--- src/rtl/swm_pkg.sv ---
package swm_pkg;

	// ------------------------------------------------------------------
	// Geometry of the serial word and of the switch inputs
	// ------------------------------------------------------------------
	localparam int WORD_W = 24;
	localparam int NUM_PROG = 8;
	localparam int NUM_GND = 14;
	localparam int NUM_SW = NUM_PROG + NUM_GND;
	localparam logic [4:0] LAST_BIT = 5'h17;

	// ------------------------------------------------------------------
	// Command codes carried in bits 23..16 of the command word
	// ------------------------------------------------------------------
	localparam logic [7:0] CMD_SETTINGS = 8'h01;
	localparam logic [7:0] CMD_WAKE_PROG = 8'h02;
	localparam logic [7:0] CMD_WAKE_GND = 8'h03;
	localparam logic [7:0] CMD_METAL_PROG = 8'h04;
	localparam logic [7:0] CMD_METAL_GND = 8'h05;
	localparam logic [7:0] CMD_TIMER_PROG = 8'h07;
	localparam logic [7:0] CMD_TIMER_GND = 8'h08;
	localparam logic [7:0] CMD_TRI_PROG = 8'h09;
	localparam logic [7:0] CMD_TRI_GND = 8'h0a;
	localparam logic [7:0] CMD_ANALOG = 8'h0b;
	localparam logic [7:0] CMD_CALIB = 8'h0c;
	localparam logic [7:0] CMD_RESET = 8'h0d;

	// ------------------------------------------------------------------
	// Reset values and status word field positions
	// ------------------------------------------------------------------
	localparam logic [NUM_PROG-1:0] POLARITY_RST = 8'hff;
	localparam logic [NUM_SW-1:0] WAKE_EN_RST = 22'h3fffff;
	localparam int STAT_THERM_BIT = 23;
	localparam int STAT_INT_BIT = 22;

	// ------------------------------------------------------------------
	// Types
	// ------------------------------------------------------------------
	typedef enum logic {
		MODE_NORMAL = 1'b0,
		MODE_SLEEP = 1'b1
	} swm_mode_t;

	typedef enum logic [1:0] {
		FR_IDLE = 2'b00,
		FR_SHIFT = 2'b01,
		FR_APPLY = 2'b11
	} swm_frame_t;

	typedef enum logic [3:0] {
		CK_NONE = 4'h0,
		CK_POLARITY = 4'h1,
		CK_WAKE_INT = 4'h2,
		CK_WETTING = 4'h3,
		CK_WET_TIMER = 4'h4,
		CK_TRISTATE = 4'h5,
		CK_ANALOG = 4'h6,
		CK_CALIB = 4'h7,
		CK_RESET = 4'h8
	} swm_cmd_kind_t;

	typedef struct packed {
		logic [7:0] code;
		logic [7:0] mid;
		logic [7:0] low;
	} swm_cmd_word_t;

	typedef struct packed {
		logic therm;
		logic int_flag;
		logic [NUM_PROG-1:0] prog;
		logic [NUM_GND-1:0] gnd;
	} swm_status_t;

	typedef struct packed {
		logic cs_n;
		logic sclk;
		logic si;
		logic wake;
		logic int_line;
		logic vdd;
		logic therm;
		logic [NUM_PROG-1:0] prog_above;
		logic [NUM_GND-1:0] gnd_above;
	} swm_pins_t;

	typedef struct packed {
		swm_mode_t mode;
		swm_frame_t frame;
		logic cs_act;
		logic sclk;
		logic wake;
		logic int_line;
		logic [WORD_W-1:0] shift;
		logic so;
		logic [4:0] bit_cnt;
		logic full;
		logic int_pend;
		logic chg_in_frame;
		logic int_pin_cap;
		logic [NUM_PROG-1:0] polarity;
		logic [NUM_SW-1:0] wake_en;
		logic [NUM_SW-1:0] closed;
		logic closed_valid;
		logic cmd_valid;
		swm_cmd_kind_t cmd_kind;
		swm_cmd_word_t cmd_word;
		logic defaults_load;
	} swm_state_t;

endpackage

--- src/rtl/swm_spi_ctrl.sv ---
`timescale 1ns/1ps

// ----------------------------------------------------------------------
// Switch monitor serial control
// ----------------------------------------------------------------------
// Contract
// - Enabled switch change pulls interrupt low.
// - Chip select fall latches interrupt pin, flag.
// - Chip select rise releases interrupt unless changed.
// - Only interrupting device reports its flag.
// - Wake driven low Normal, released Sleep.
// - Wake fall needs interrupt high with supply.
// - Listed events bring Sleep back to Normal.
// - Programmable input polarity sets closed meaning.
// - Ground inputs: below reference means closed.
// - Every response carries status, interrupt, thermal.
// - Switch states sampled at chip select fall.
// - One transfer is twenty-four serial clocks.
// - Logic supply loss never changes mode.
// - Without logic supply, serial link ignored.
// - Reset gives Normal mode and defaults.
// - Writes only in Normal with supply.
// - Eight command types are decoded.
// - Code 01 loads eight polarity bits.
// - Closed input reads one regardless polarity.
// - Sample input falling, drive output rising, MSB first.
// - Act on command at chip select rise.
// - Chip select high: ignore clock, release output.
module swm_spi_ctrl
	import swm_pkg::*;
(
	// Clock and reset
	input wire logic core_clk,
	input wire logic reset_n,
	// Serial link from the host
	input wire logic cs_n,
	input wire logic sclk,
	input wire logic si,
	output logic so,
	output logic so_oe,
	// Open-drain interrupt line
	input wire logic int_line_in,
	output logic int_out,
	output logic int_oe,
	// Open-drain wake pin
	input wire logic wake_in,
	output logic wake_out,
	output logic wake_oe,
	// Supply and front end
	input wire logic logic_supply_ok,
	input wire logic thermal_flag,
	input wire logic [NUM_PROG-1:0] programmable_inputs_above_ref,
	input wire logic [NUM_GND-1:0] ground_only_inputs_above_ref,
	// Same-clock events from neighbouring logic
	input wire logic interrupt_timer_expired,
	input wire logic sleep_request,
	// Towards the wetting, tri-state, analog and timer blocks
	output logic in_normal,
	output logic [NUM_PROG-1:0] polarity_bits,
	output logic [NUM_SW-1:0] wake_int_enable,
	output logic cmd_valid,
	output swm_cmd_kind_t cmd_kind,
	output swm_cmd_word_t cmd_word,
	output logic defaults_load,
	output logic int_pin_latched
);

	// ------------------------------------------------------------------
	// Helper functions
	// ------------------------------------------------------------------

	// Map a command code onto its command type.
	function automatic swm_cmd_kind_t decode_cmd(input logic [7:0] code);
		swm_cmd_kind_t k;
		case (code)
			CMD_SETTINGS: k = CK_POLARITY;
			CMD_WAKE_PROG, CMD_WAKE_GND: k = CK_WAKE_INT;
			CMD_METAL_PROG, CMD_METAL_GND: k = CK_WETTING;
			CMD_TIMER_PROG, CMD_TIMER_GND: k = CK_WET_TIMER;
			CMD_TRI_PROG, CMD_TRI_GND: k = CK_TRISTATE;
			CMD_ANALOG: k = CK_ANALOG;
			CMD_CALIB: k = CK_CALIB;
			CMD_RESET: k = CK_RESET;
			default: k = CK_NONE;
		endcase
		return k;
	endfunction

	// Turn comparator results into closed flags, one meaning closed.
	function automatic logic [NUM_SW-1:0] closed_map(
		input logic [NUM_PROG-1:0] pol,
		input logic [NUM_PROG-1:0] p_above,
		input logic [NUM_GND-1:0] g_above
	);
		logic [NUM_PROG-1:0] p_closed;
		p_closed = ~(p_above ^ pol);
		return {p_closed, ~g_above};
	endfunction

	// ------------------------------------------------------------------
	// Input synchronisation
	// ------------------------------------------------------------------
	swm_pins_t pins_raw;
	swm_pins_t pins_s;

	assign pins_raw = '{
		cs_n: cs_n,
		sclk: sclk,
		si: si,
		wake: wake_in,
		int_line: int_line_in,
		vdd: logic_supply_ok,
		therm: thermal_flag,
		prog_above: programmable_inputs_above_ref,
		gnd_above: ground_only_inputs_above_ref
	};

	// Every pin level crosses two flops before any decision is made.
	swm_sync #(
		.W($bits(swm_pins_t))
	) u_sync (
		.core_clk(core_clk),
		.reset_n(reset_n),
		.async_in(pins_raw),
		.sync_out(pins_s)
	);

	// ------------------------------------------------------------------
	// State
	// ------------------------------------------------------------------
	swm_state_t st_q;
	swm_state_t st_d;

	// Derived terms used by the next-state process.
	logic cs_act;
	logic cs_fall;
	logic cs_rise;
	logic sclk_rise;
	logic sclk_fall;
	logic wake_fall;
	logic int_fall;
	logic [NUM_SW-1:0] closed_now;
	logic [NUM_SW-1:0] sw_change;
	logic any_change;
	logic wake_event;
	logic int_clear;
	swm_status_t status_now;
	swm_cmd_word_t rx_word;
	swm_cmd_kind_t rx_kind;

	// A missing logic supply makes chip select look idle, so the link and
	// its wake source both go quiet. The mode itself is left alone.
	assign cs_act = pins_s.vdd & ~pins_s.cs_n;
	assign cs_fall = cs_act & ~st_q.cs_act;
	assign cs_rise = ~cs_act & st_q.cs_act;

	// Serial clock edges count only inside an open frame.
	assign sclk_rise = (st_q.frame == FR_SHIFT) & cs_act & pins_s.sclk & ~st_q.sclk;
	assign sclk_fall = (st_q.frame == FR_SHIFT) & cs_act & ~pins_s.sclk & st_q.sclk;

	assign wake_fall = ~pins_s.wake & st_q.wake;
	assign int_fall = ~pins_s.int_line & st_q.int_line;

	// Switch change detection against the last sampled state.
	assign closed_now = closed_map(st_q.polarity, pins_s.prog_above, pins_s.gnd_above);
	assign sw_change = (closed_now ^ st_q.closed) & st_q.wake_en & {NUM_SW{st_q.closed_valid}};
	assign any_change = |sw_change;

	// Sleep exit sources. The wake pin needs the interrupt line high only
	// while the logic supply is there; otherwise the line is meaningless.
	assign wake_event = any_change | interrupt_timer_expired
		| (wake_fall & (~pins_s.vdd | pins_s.int_line))
		| (int_fall & pins_s.vdd & pins_s.wake)
		| cs_fall;

	// The response word is rebuilt from live inputs on every frame start.
	assign status_now = '{
		therm: pins_s.therm,
		int_flag: st_q.int_pend,
		prog: closed_now[NUM_SW-1:NUM_GND],
		gnd: closed_now[NUM_GND-1:0]
	};

	assign rx_word = st_q.shift;
	assign rx_kind = decode_cmd(rx_word.code);

	// The interrupt clears at frame end only if no change arrived meanwhile.
	assign int_clear = cs_rise & ~st_q.chg_in_frame & ~any_change;

	// ------------------------------------------------------------------
	// Next-state logic
	// ------------------------------------------------------------------
	always_comb begin
		st_d = st_q;
		st_d.cs_act = cs_act;
		st_d.sclk = pins_s.sclk;
		st_d.wake = pins_s.wake;
		st_d.int_line = pins_s.int_line;
		st_d.closed = closed_now;
		st_d.closed_valid = 1'b1;
		st_d.cmd_valid = 1'b0;
		st_d.defaults_load = 1'b0;

		// Interrupt flag: a change seen in the same cycle as the clear
		// wins, so no switch event can slip past the host.
		if (int_clear) begin
			st_d.int_pend = 1'b0;
		end
		if (any_change) begin
			st_d.int_pend = 1'b1;
		end

		// Mode handling. Supply loss is not an input here on purpose.
		case (st_q.mode)
			MODE_NORMAL: begin
				if (sleep_request && st_q.frame == FR_IDLE && !cs_act) begin
					st_d.mode = MODE_SLEEP;
				end
			end
			MODE_SLEEP: begin
				if (wake_event) begin
					st_d.mode = MODE_NORMAL;
				end
			end
			default: begin
				st_d.mode = MODE_NORMAL;
			end
		endcase

		// Serial frame handling.
		case (st_q.frame)
			FR_IDLE: begin
				if (cs_fall) begin
					st_d.frame = FR_SHIFT;
					st_d.shift = status_now;
					st_d.so = status_now[STAT_THERM_BIT];
					st_d.int_pin_cap = pins_s.int_line;
					st_d.bit_cnt = '0;
					st_d.full = 1'b0;
					st_d.chg_in_frame = 1'b0;
				end
			end
			FR_SHIFT: begin
				if (any_change) begin
					st_d.chg_in_frame = 1'b1;
				end
				if (sclk_rise) begin
					st_d.so = st_q.shift[WORD_W-1];
				end
				if (sclk_fall) begin
					st_d.shift = {st_q.shift[WORD_W-2:0], pins_s.si};
					if (st_q.bit_cnt == LAST_BIT) begin
						st_d.bit_cnt = '0;
						st_d.full = 1'b1;
					end else begin
						st_d.bit_cnt = st_q.bit_cnt + 5'h01;
					end
				end
				if (cs_rise) begin
					// Only a whole number of words counts; in a daisy chain the
					// last word left in the register is ours.
					if (st_q.full && st_q.bit_cnt == '0 && st_q.mode == MODE_NORMAL) begin
						st_d.frame = FR_APPLY;
					end else begin
						st_d.frame = FR_IDLE;
					end
				end
			end
			FR_APPLY: begin
				// The command takes effect one cycle after chip select rises.
				st_d.frame = FR_IDLE;
				st_d.cmd_valid = (rx_kind != CK_NONE);
				st_d.cmd_kind = rx_kind;
				st_d.cmd_word = rx_word;
				case (rx_kind)
					CK_POLARITY: begin
						st_d.polarity = rx_word.low;
					end
					CK_WAKE_INT: begin
						if (rx_word.code == CMD_WAKE_PROG) begin
							st_d.wake_en[NUM_SW-1:NUM_GND] = rx_word.low;
						end else begin
							st_d.wake_en[NUM_GND-1:0] = {rx_word.mid[5:0], rx_word.low};
						end
					end
					CK_RESET: begin
						st_d.polarity = POLARITY_RST;
						st_d.wake_en = WAKE_EN_RST;
						st_d.defaults_load = 1'b1;
						st_d.mode = MODE_NORMAL;
						st_d.closed_valid = 1'b0;
					end
					default: begin
						st_d.polarity = st_q.polarity;
					end
				endcase
			end
			default: begin
				st_d.frame = FR_IDLE;
			end
		endcase

		// A frame cut short by supply loss falls back to idle.
		if (!pins_s.vdd && st_q.frame == FR_SHIFT) begin
			st_d.frame = FR_IDLE;
		end
	end

	// ------------------------------------------------------------------
	// State register
	// ------------------------------------------------------------------
	// Battery power-on and the reset command land in the same defaults.
	always_ff @(posedge core_clk) begin
		if (!reset_n) begin
			st_q.mode <= MODE_NORMAL;
			st_q.frame <= FR_IDLE;
			st_q.cs_act <= 1'b0;
			st_q.sclk <= 1'b0;
			st_q.wake <= 1'b0;
			st_q.int_line <= 1'b1;
			st_q.shift <= '0;
			st_q.so <= 1'b0;
			st_q.bit_cnt <= '0;
			st_q.full <= 1'b0;
			st_q.int_pend <= 1'b0;
			st_q.chg_in_frame <= 1'b0;
			st_q.int_pin_cap <= 1'b1;
			st_q.polarity <= POLARITY_RST;
			st_q.wake_en <= WAKE_EN_RST;
			st_q.closed <= '0;
			st_q.closed_valid <= 1'b0;
			st_q.cmd_valid <= 1'b0;
			st_q.cmd_kind <= CK_NONE;
			st_q.cmd_word <= '0;
			st_q.defaults_load <= 1'b1;
		end else begin
			st_q <= st_d;
		end
	end

	// ------------------------------------------------------------------
	// Outputs
	// ------------------------------------------------------------------

	// Serial output is driven only while a frame is open.
	assign so = st_q.so;
	assign so_oe = (st_q.frame == FR_SHIFT) & cs_act;

	// Open drain: the line is pulled low only while our flag is pending,
	// so a neighbour on a shared line sees our flag as a low line.
	assign int_out = 1'b0;
	assign int_oe = st_q.int_pend;

	// The wake pin doubles as a supply enable, held low in Normal.
	assign wake_out = 1'b0;
	assign wake_oe = (st_q.mode == MODE_NORMAL);

	// Configuration and command strobe for the neighbouring blocks.
	assign in_normal = (st_q.mode == MODE_NORMAL);
	assign polarity_bits = st_q.polarity;
	assign wake_int_enable = st_q.wake_en;
	assign cmd_valid = st_q.cmd_valid;
	assign cmd_kind = st_q.cmd_kind;
	assign cmd_word = st_q.cmd_word;
	assign defaults_load = st_q.defaults_load;
	assign int_pin_latched = st_q.int_pin_cap;

	// Limitation: with a 20 MHz core clock and two-flop sampling the host
	// clock must stay well below the 6 MHz ceiling it is allowed.

endmodule

--- src/rtl/swm_sync.sv ---
`timescale 1ns/1ps

// ----------------------------------------------------------------------
// Two-stage synchroniser for a bundle of asynchronous levels
// ----------------------------------------------------------------------
module swm_sync #(
	parameter int W = 8
) (
	// Clock and reset
	input wire logic core_clk,
	input wire logic reset_n,
	// Levels
	input wire logic [W-1:0] async_in,
	output logic [W-1:0] sync_out
);

	logic [W-1:0] meta_q;
	logic [W-1:0] sync_q;

	// The first stage feeds only the second; nothing else may look at it.
	// The chain keeps sampling through reset, so the levels seen at release
	// are the real pins and no false edge or switch change follows reset.
	// The reset input is kept only so every block has the same port list.
	always_ff @(posedge core_clk) begin
		meta_q <= async_in;
		sync_q <= meta_q;
	end

	assign sync_out = sync_q;

endmodule

--- config.mk ---
export PLATFORM = sky130hd
export DESIGN_NAME = swm_spi_ctrl
export DESIGN_NICKNAME = d
export VERILOG_FILES = /design/src/rtl/swm_pkg.sv /design/src/rtl/swm_spi_ctrl.sv /design/src/rtl/swm_sync.sv
export SDC_FILE = /design/constraint.sdc
export NUM_CORES = 1
export LEC_CHECK = 0
export BUFFER_PORTS_ARGS = -buffer_cell sky130_fd_sc_hd__buf_2
export CAP_MARGIN = 20
export CORE_MARGIN = 2
export CORE_UTILIZATION = 50
export CTS_BUF_LIST = sky130_fd_sc_hd__clkbuf_16
export CTS_CLUSTER_DIAMETER = 120
export CTS_CLUSTER_SIZE = 24
export DETAILED_ROUTE_END_ITERATION = 8
export HOLD_SLACK_MARGIN = 0.12
export PLACE_DENSITY = 0.68
export REMOVE_ABC_BUFFERS = 1
export SLEW_MARGIN = 30
export SYNTH_ARGS = -nofsm -noshare
export SYNTH_HDL_FRONTEND = slang
export SYNTH_SLANG_ARGS = --single-unit
export TNS_END_PERCENT = 50
--- constraint.sdc ---
create_clock -name core_clk -period 3.3 [get_ports core_clk]
set_input_delay 0.33 -clock core_clk [delete_from_list [all_inputs] [get_ports core_clk]]
set_output_delay 0.33 -clock core_clk [all_outputs]
set_load 0.02 [all_outputs]
==> results.md, run 1 <==
* Run status: finished clean
* Number of clock sinks at 186
* Maximum clock rate at 421.0 MHz
* Post-detailed-route DRC marker count at 0
* Maximum clock insertion buffer count at 2
* HPWL Detailed at 10,060 um
* Yosys Warn Count at 0
* Net switching fraction of the power at 23.03%
* Antenna diode count at 0
* Post-CTS Setup Bufs at 0
* H-tree depth reported by CTS at 4
* Kind of start point of the critical path: flop
* Layout Cell Area excl Fill at 0.007746 mm^2
* Wire length of the first global-routing pass at 23,660 um
* Number of filler instances in the final layout at 1,161
* Share of the clock period used by the worst path at 71.98%
* Number of instances in the synthesized netlist at 713
* Slowest Stage Delay on Critical Path at 0.46 ns
* Number of DRC markers in iteration 0 at 372
* Gpl congestion at 0.8347
* Slew Limit Fails at 0
* Top-level port count at 101
* CTS clk-pin slew, worst paths at 0.07 ns
* Required time of the worst setup path at 3.61 ns
* Total buffers and inverters traversed by the critical path at 2
* Area of the mapped netlist at 0.006760 mm^2
* Setup skew after layout at 0.01043 ns
* Gr ovfl total at 0
* Chain of cells forming the critical path: and4bb_4, a32o_2, nand2_1, o21ai_0, nor2_1, inv_1, ha_1, inv_1, o22ai_1, a221oi_1, mux2i_1
* Layout-stage area growth over the synthesis result at 14.58%
* Number of antenna violations at the first check in global routing at 0
* Proportion of power drawn by flip-flops and latches at 53.1%
* Met2 layer usage reported by global route at 34.20%
* Placement Rows at 42
* Area used by multi-input combinational logic at 0.002384 mm^2
* Slowest stage cell on the critical path: dfxtp_1
* Library cell used as clock root buffer: clkbuf_16
* Met1 track utilization from global routing at 27.49%
* Footprint of the flip-flops and latches at 0.003724 mm^2
* FFs w/ async S/R, synth at 0%
* Later-pin clock latency in the skew report at 0.43 ns
* Final hold vios at 0
* Number of input and output port buffers inserted at 98
* Total wire length at 14,920 um
* Clock period minus final worst setup slack at 2.375 ns
* Largest driver fanout on the critical path at 9
* Most instantiated flip-flop cell in the synthesis netlist: dfxtp_1
* Final Non-Filler Cells at 962
* Floorplan die height at 120.3 um
* Ratio of total power to cell area at 583.4 mW/mm^2
* Worst path top cell family by delay: compound AO/OA/AOI/OAI gates
* Number of synthesized register bits at 186
* Number of flops mapped to enable cells by yosys at 0
* Number of nets in the layout at 811
* Instance area after placement at 0.006917 mm^2
* WP data arrival at 2.68 ns
* Initial DRT Pass Iterations at 5
* Count of cell types in the netlist at 55
* TritonCTS clock tree: done
* DIE AREA at 0.01447 mm^2
* CTS hold repair buffers at 29
* Slew at the pin with the worst max-slew slack at 1.022 ns
* Worst hold-check path type: input pin to flop
* Global router's overall resource usage at 21.03%
* DIE WIDTH at 120.3 um
* RSZ-0062 raised after global routing: false
* Fraction of final layout cells sized beyond drive strength 1 at 18.70%
* Vias per std cell at 5.183
* Most frequent CP cell: inv_1
* Sequential element share of the synthesized area at 55.08%
* Final total negative setup slack at 0 ns
* Pin count of the biggest net entering global routing at 55
* Number of buffers inserted during clock tree synthesis at 17
* Placeable Area at 0.01324 mm^2
* Worst rel slew slack at 31.27%
* Placed cells at 901
* Vias in the first global route at 4,672
* Mean Syn Cell Area at 9.481 um^2
* Net switching power of the design at 1.041 mW
* Endpoint kind of the worst setup timing path: flop
* Max-capacitance violation count at 0
* Category of the most critical setup path: flop to flop
* Wire per inst at 15.51 um
* Routed Antenna Nets at 0
* Largest vdd supply drop at 0.0004178 V
* Leakage power at 3.130 nW
* Internal power at 3.479 mW
* Top Usage Layer GRT: met2
* Part of the total power dissipated in the clock network at 40.8%
* Initial Utilization at 51.05%
* Vias after detailed routing at 4,986
* Cts repair resizes at 0
* Final-report setup violation count at 0
* Combinational group share of total power at 6.1%
* Grt met3 use at 5.802%
[path summary, 6_finish.rpt]
path | start | to | slack [ns] | depth (start not counted)
setup / recovery | st_q[122]$_SDFFE_PP0P_ | flop | 0.92 | 11
hold reg to reg | u_sync.meta_q[4]$_DFF_P_ | u_sync.sync_out[4]$_DFF_P_ | 0.33 | 0
setup reg to reg | st_q[122]$_SDFFE_PP0P_ | flop | 0.92 | 11
hold / removal | interrupt_timer_expired | st_q[123]$_SDFF_PN0_ | 0.19 | 4
[state kept, by name, indices dropped and copies added, names as in the netlist, named ones only]
register / count
defaults_load: 1
wake_int_enable: 22
so: 1
rx_word: 24
cmd_word: 24
u_sync.meta_q: 29
polarity_bits: 8
int_oe: 1
int_pin_latched: 1
st_q: 37
u_sync.sync_out: 29
cmd_valid: 1
cmd_kind: 4
[worst register-to-register path, cell delays in order, from the launching register on]
cell and delay (ns):
dfxtp_1 0.46, and4bb_4 0.24, a32o_2 0.32, nand2_1 0.09
o21ai_0 0.12, nor2_1 0.22, inv_1 0.10, ha_1 0.22
inv_1 0.06, o22ai_1 0.06, a221oi_1 0.25, mux2i_1 0.11
[per-layer routing]
layer  part of all wire, %  up-vias
met1                    45     2369
met2                    48      137
li1                      -     2466
met5                     0        -
met3                   5.8       14
met4                  0.97        0
[placed cells by master (no fill, tap or decap), drive strengths merged, types with 2 or more instances in the layout]
cell and count:
a221oi 2, nand3b 2, dlygate4sd3 29, a22oi 13, nor2 45, ha 5
o21ai 7, a21oi 46, conb 2, nor3 7, clkbuf 17, nor4 4
xnor2 23, and2 12, nand2 143, nand4 4, buf 106, dfxtp 186
inv 12, a311oi 7, nor2b 3, nand3 8, mux2i 4, o22ai 31
o211ai 15, and3 3, nand2b 6, a32o 2, mux2 2, clkinv 12
xor2 11
[layout make-up]
| cell class | instances | share of cell area (%) |
|---|---|---|
| well taps | 176 | 2.843 |
| flip-flops and latches | 186 | 48.07 |
| multi-input cells | 422 | 30.77 |
| clock inverters | 15 | 1.438 |
| repair buffers | 135 | 10.85 |
| inverters | 11 | 0.5330 |
| clock buffers | 17 | 5.492 |
[cell families after synthesis]
kind of cell	Yosys count	synth area share (%)
flops	186	55.08
compound gates	132	12.75
xor+xnor	34	4.405
fa+ha+maj	6	1.073
mux	6	0.9254
simple gates	242	15.95
buf+inv	106	9.754
other cells	1	0.05547
[power by group through the flow]
stage	registers, mW	clock network, mW	logic (mW)
2_1_floorplan	2.43	0	0.166
3_3_place_gp	2.44	0	0.240
3_5_place_dp	2.45	0	0.248
4_1_cts	2.40	1.87	0.275
5_1_grt	2.41	1.96	0.307
6_report	2.40	1.84	0.277
[cells in the mapped netlist, types with 2 or more instances]
| master | n | area [um^2] |
|---|---|---|
| ha_1 | 5 | 62.56 |
| a21oi_1 | 46 | 230.2 |
| o211ai_1 | 15 | 112.6 |
| nand2_1 | 142 | 533.0 |
| mux2i_1 | 4 | 40.04 |
| xor2_1 | 11 | 96.34 |
| a22oi_1 | 13 | 97.59 |
| mux2_2 | 2 | 22.52 |
| buf_4 | 64 | 480.5 |
| nor3_1 | 6 | 30.03 |
| and3_1 | 3 | 18.77 |
| o22ai_1 | 31 | 193.9 |
| nor2_1 | 44 | 165.2 |
| nor2b_1 | 2 | 12.51 |
| nand2b_1 | 6 | 37.54 |
| nand3b_1 | 2 | 15.01 |
| buf_6 | 2 | 22.52 |
| nand4_1 | 4 | 25.02 |
| a221oi_1 | 2 | 17.52 |
| clkbuf_1 | 23 | 86.33 |
| a311oi_1 | 6 | 52.55 |
| o21ai_0 | 7 | 35.03 |
| nor4_1 | 3 | 18.77 |
| xnor2_1 | 23 | 201.4 |
| inv_1 | 10 | 37.54 |
| dfxtp_1 | 186 | 3724 |
| nand3_1 | 8 | 40.04 |
| and2_1 | 12 | 75.07 |
| buf_2 | 5 | 25.02 |
[stage by stage]
step	hold WS, ns	utilization (%)	total power, mW	setup WS [ns]
after floorplan	0.3096	-	2.593	0.6417
after global placement	0.3103	52.23	2.682	1.132
after detailed placement	0.3121	52.23	2.694	0.9923
after CTS	0.1830	58.48	4.545	0.9834
after global routing	0.1877	58.49	4.675	0.7921
final	0.1920	58.49	4.519	0.9246
Power figures use the tool's default switching activity.
==> run 2: changes to the inputs <==
PLACE_DENSITY = 0.71   (was 0.68)
clock period = 2 ns   (was 3.3 ns; I/O delays follow)
==> run 2 against run 1 <==
  * The flow now finishes with violations (setup timing)
  * Sequential share of layout area down 2.7 points
  * Sequential cell count unchanged
  * Hold slack better by 0.13 ns
  * Utilization is 3.5 points higher
  * Largest cell class unchanged
==> results.md, run 2 (synthesized netlist as in run 1, its figures left out) <==
* Required time of the worst setup path at 2.31 ns
* Later-pin clock latency in the skew report at 0.44 ns
* HPWL Detailed at 10,810 um
* Reg with most FFs: st_q
* Endpoint kind of the worst setup timing path: flop
* Number of filler instances in the final layout at 1,097
* Maximum clock rate at 468.9 MHz
* Worst rel slew slack at 55.98%
* Total wire length at 15,670 um
* Run status: complete, but fails checks
* Placeable Area at 0.01324 mm^2
* Total met2 wirelength after detailed routing at 7610 um
* Final-report setup violation count at 1
* Maximum clock insertion buffer count at 2
* Worst hold-check path type: flop to flop
* Final WS setup at -0.1329 ns
* Number of input and output port buffers inserted at 98
* Setup skew after layout at 0.007666 ns
* CTS clk-pin slew, worst paths at 0.06 ns
* Violated checks: setup timing
* Number of clock sinks at 186
* Library cell used as clock root buffer: clkbuf_16
* Initial Utilization at 51.05%
* H-tree depth reported by CTS at 4
* Kind of start point of the critical path: flop
* Layout-stage area growth over the synthesis result at 21.49%
* Leakage power at 3.371 nW
* Floorplan die height at 120.3 um
* Post-route met1 wirelength at 6901 um
* Clock period minus final worst setup slack at 2.133 ns
* Number of DRC markers in iteration 0 at 334
* Uppermost layer routed: met4
* Global router's overall resource usage at 22.06%
* Ratio of total power to cell area at 929.9 mW/mm^2
* Number of buffers inserted during clock tree synthesis at 17
* Final total negative setup slack at -0.1329 ns
* Share of the clock period used by the worst path at 106.6%
* Max-capacitance violation count at 0
* Top-level port count at 101
* Fraction of final layout cells sized beyond drive strength 1 at 25.15%
* Slowest stage cell on the critical path: nor2_1
* Number of nets in the layout at 856
* RSZ-0062 raised after global routing: true
* Amount of wire on met3 after detailed routing at 786 um
* Gr ovfl total at 0
* DIE WIDTH at 120.3 um
* Wire length of the first global-routing pass at 24,770 um
* Placement Rows at 42
* Worst R2R Start: st_q[122]$_SDFFE_PP0P_
* Hold_sp: u_sync.meta_q[16]$_DFF_P_
* Most common cell after layout, fill and taps aside: dfxtp_1
* Final hold vios at 0
* TritonCTS clock tree: done
* Chain of cells forming the critical path: and4bb_4, buf_4, buf_4, and3_1, nor2_1, o21ai_0, a221oi_2, mux2i_1
* Slowest Stage Delay on Critical Path at 0.34 ns
* Slew Limit Fails at 0
* Initial DRT Pass Iterations at 5
* Number of antenna violations at the first check in global routing at 0
* Instance area after placement at 0.007187 mm^2
* Vias per std cell at 5.185
* Largest driver fanout on the critical path at 4
* Category of the most critical setup path: flop to flop
* Slew at the pin with the worst max-slew slack at 0.6603 ns
* Pin count of the biggest net entering global routing at 53
* Largest vdd supply drop at 0.0005672 V
* Wire per inst at 15.56 um
* Vias in the first global route at 4,966
* Highest-count cells in the layout ignoring fill and taps: dfxtp_1, nand2_1, buf_2
* Critical path launch point: st_q[122]$_SDFFE_PP0P_
* Antenna diode count at 0
* Most frequent CP cell: buf_4
* Routed Antenna Nets at 0
* Area used by multi-input combinational logic at 0.002469 mm^2
* Largest register FFs at 37
* Post-detailed-route DRC marker count at 0
* DIE AREA at 0.01447 mm^2
* Vias after detailed routing at 5,221
* Gpl congestion at 0.8745
* Layout Cell Area excl Fill at 0.008213 mm^2
* Footprint of the flip-flops and latches at 0.003727 mm^2
* WP data arrival at 2.44 ns
run 2: cell count changes in the layout (fill, tap and decap cells not counted), sizes merged:
cell	before	now
clkinv	12	10
inv	12	13
dlygate4sd3	29	32
buf	106	148
clkinvlp	1	2
run 2: timing repair:
item                       4_1_cts  5_1_grt
hold buffers                    32        0
pin swaps                        3        9
resized for setup                8       18
setup buffers                    1        5
hold endpoints to repair        36        0
setup endpoints to repair       17       11
run 2: per-layer routing:
metal	up-vias	global-route usage [%]
li1	2558	-
met1	2443	28.11
met5	-	0
met3	29	5.189
met2	191	35.97
met4	0	9.375
run 2: power by group:
part | internal [mW] | switching [mW]
sequential | 3.84 | 0.102
combinational | 0.280 | 0.288
clock | 1.71 | 1.41
run 2: worst paths after layout:
check	endpoint	slack [ns]	cells after the start
hold / removal	u_sync.sync_out[16]$_DFF_P_	0.33	0
setup reg to reg	flop	-0.13	8
setup / recovery	flop	-0.13	8
hold reg to reg	u_sync.sync_out[16]$_DFF_P_	0.33	0
run 2: area by class of cell:
type	count	area share, %
multi-input cells	422	30.06
clock buffers	17	5.180
well taps	176	2.681
flip-flops and latches	186	45.38
inverters	11	0.5027
clock inverters	15	1.554
repair buffers	180	14.64
run 2: through the flow:
step / setup WS, ns / util [%] / power (mW) / hold WS (ns) / std cells
final: -0.1329 / 62.02 / 7.637 / 0.3259 / 1007
after global routing: -0.2074 / 62.02 / 7.909 / 0.3306 / 1007
after CTS: -0.04340 / 61.13 / 7.651 / 0.3274 / 1002
after detailed placement: -0.1766 / 54.27 / 4.504 / 0.3036 / 937
after global placement: -0.01393 / 54.27 / 4.485 / 0.3022 / 937
after floorplan: -0.6583 / - / 4.279 / 0.2277 / 619
run 2: critical path, delay by kind of cell (launching register included):
family / cells / cell delay (ns)
AOI/OAI and AO/OA: 2 / 0.52
buffers and inverters: 2 / 0.26
DFF: 1 / 0.33
muxes: 1 / 0.13
and+or+nand+nor: 3 / 0.77
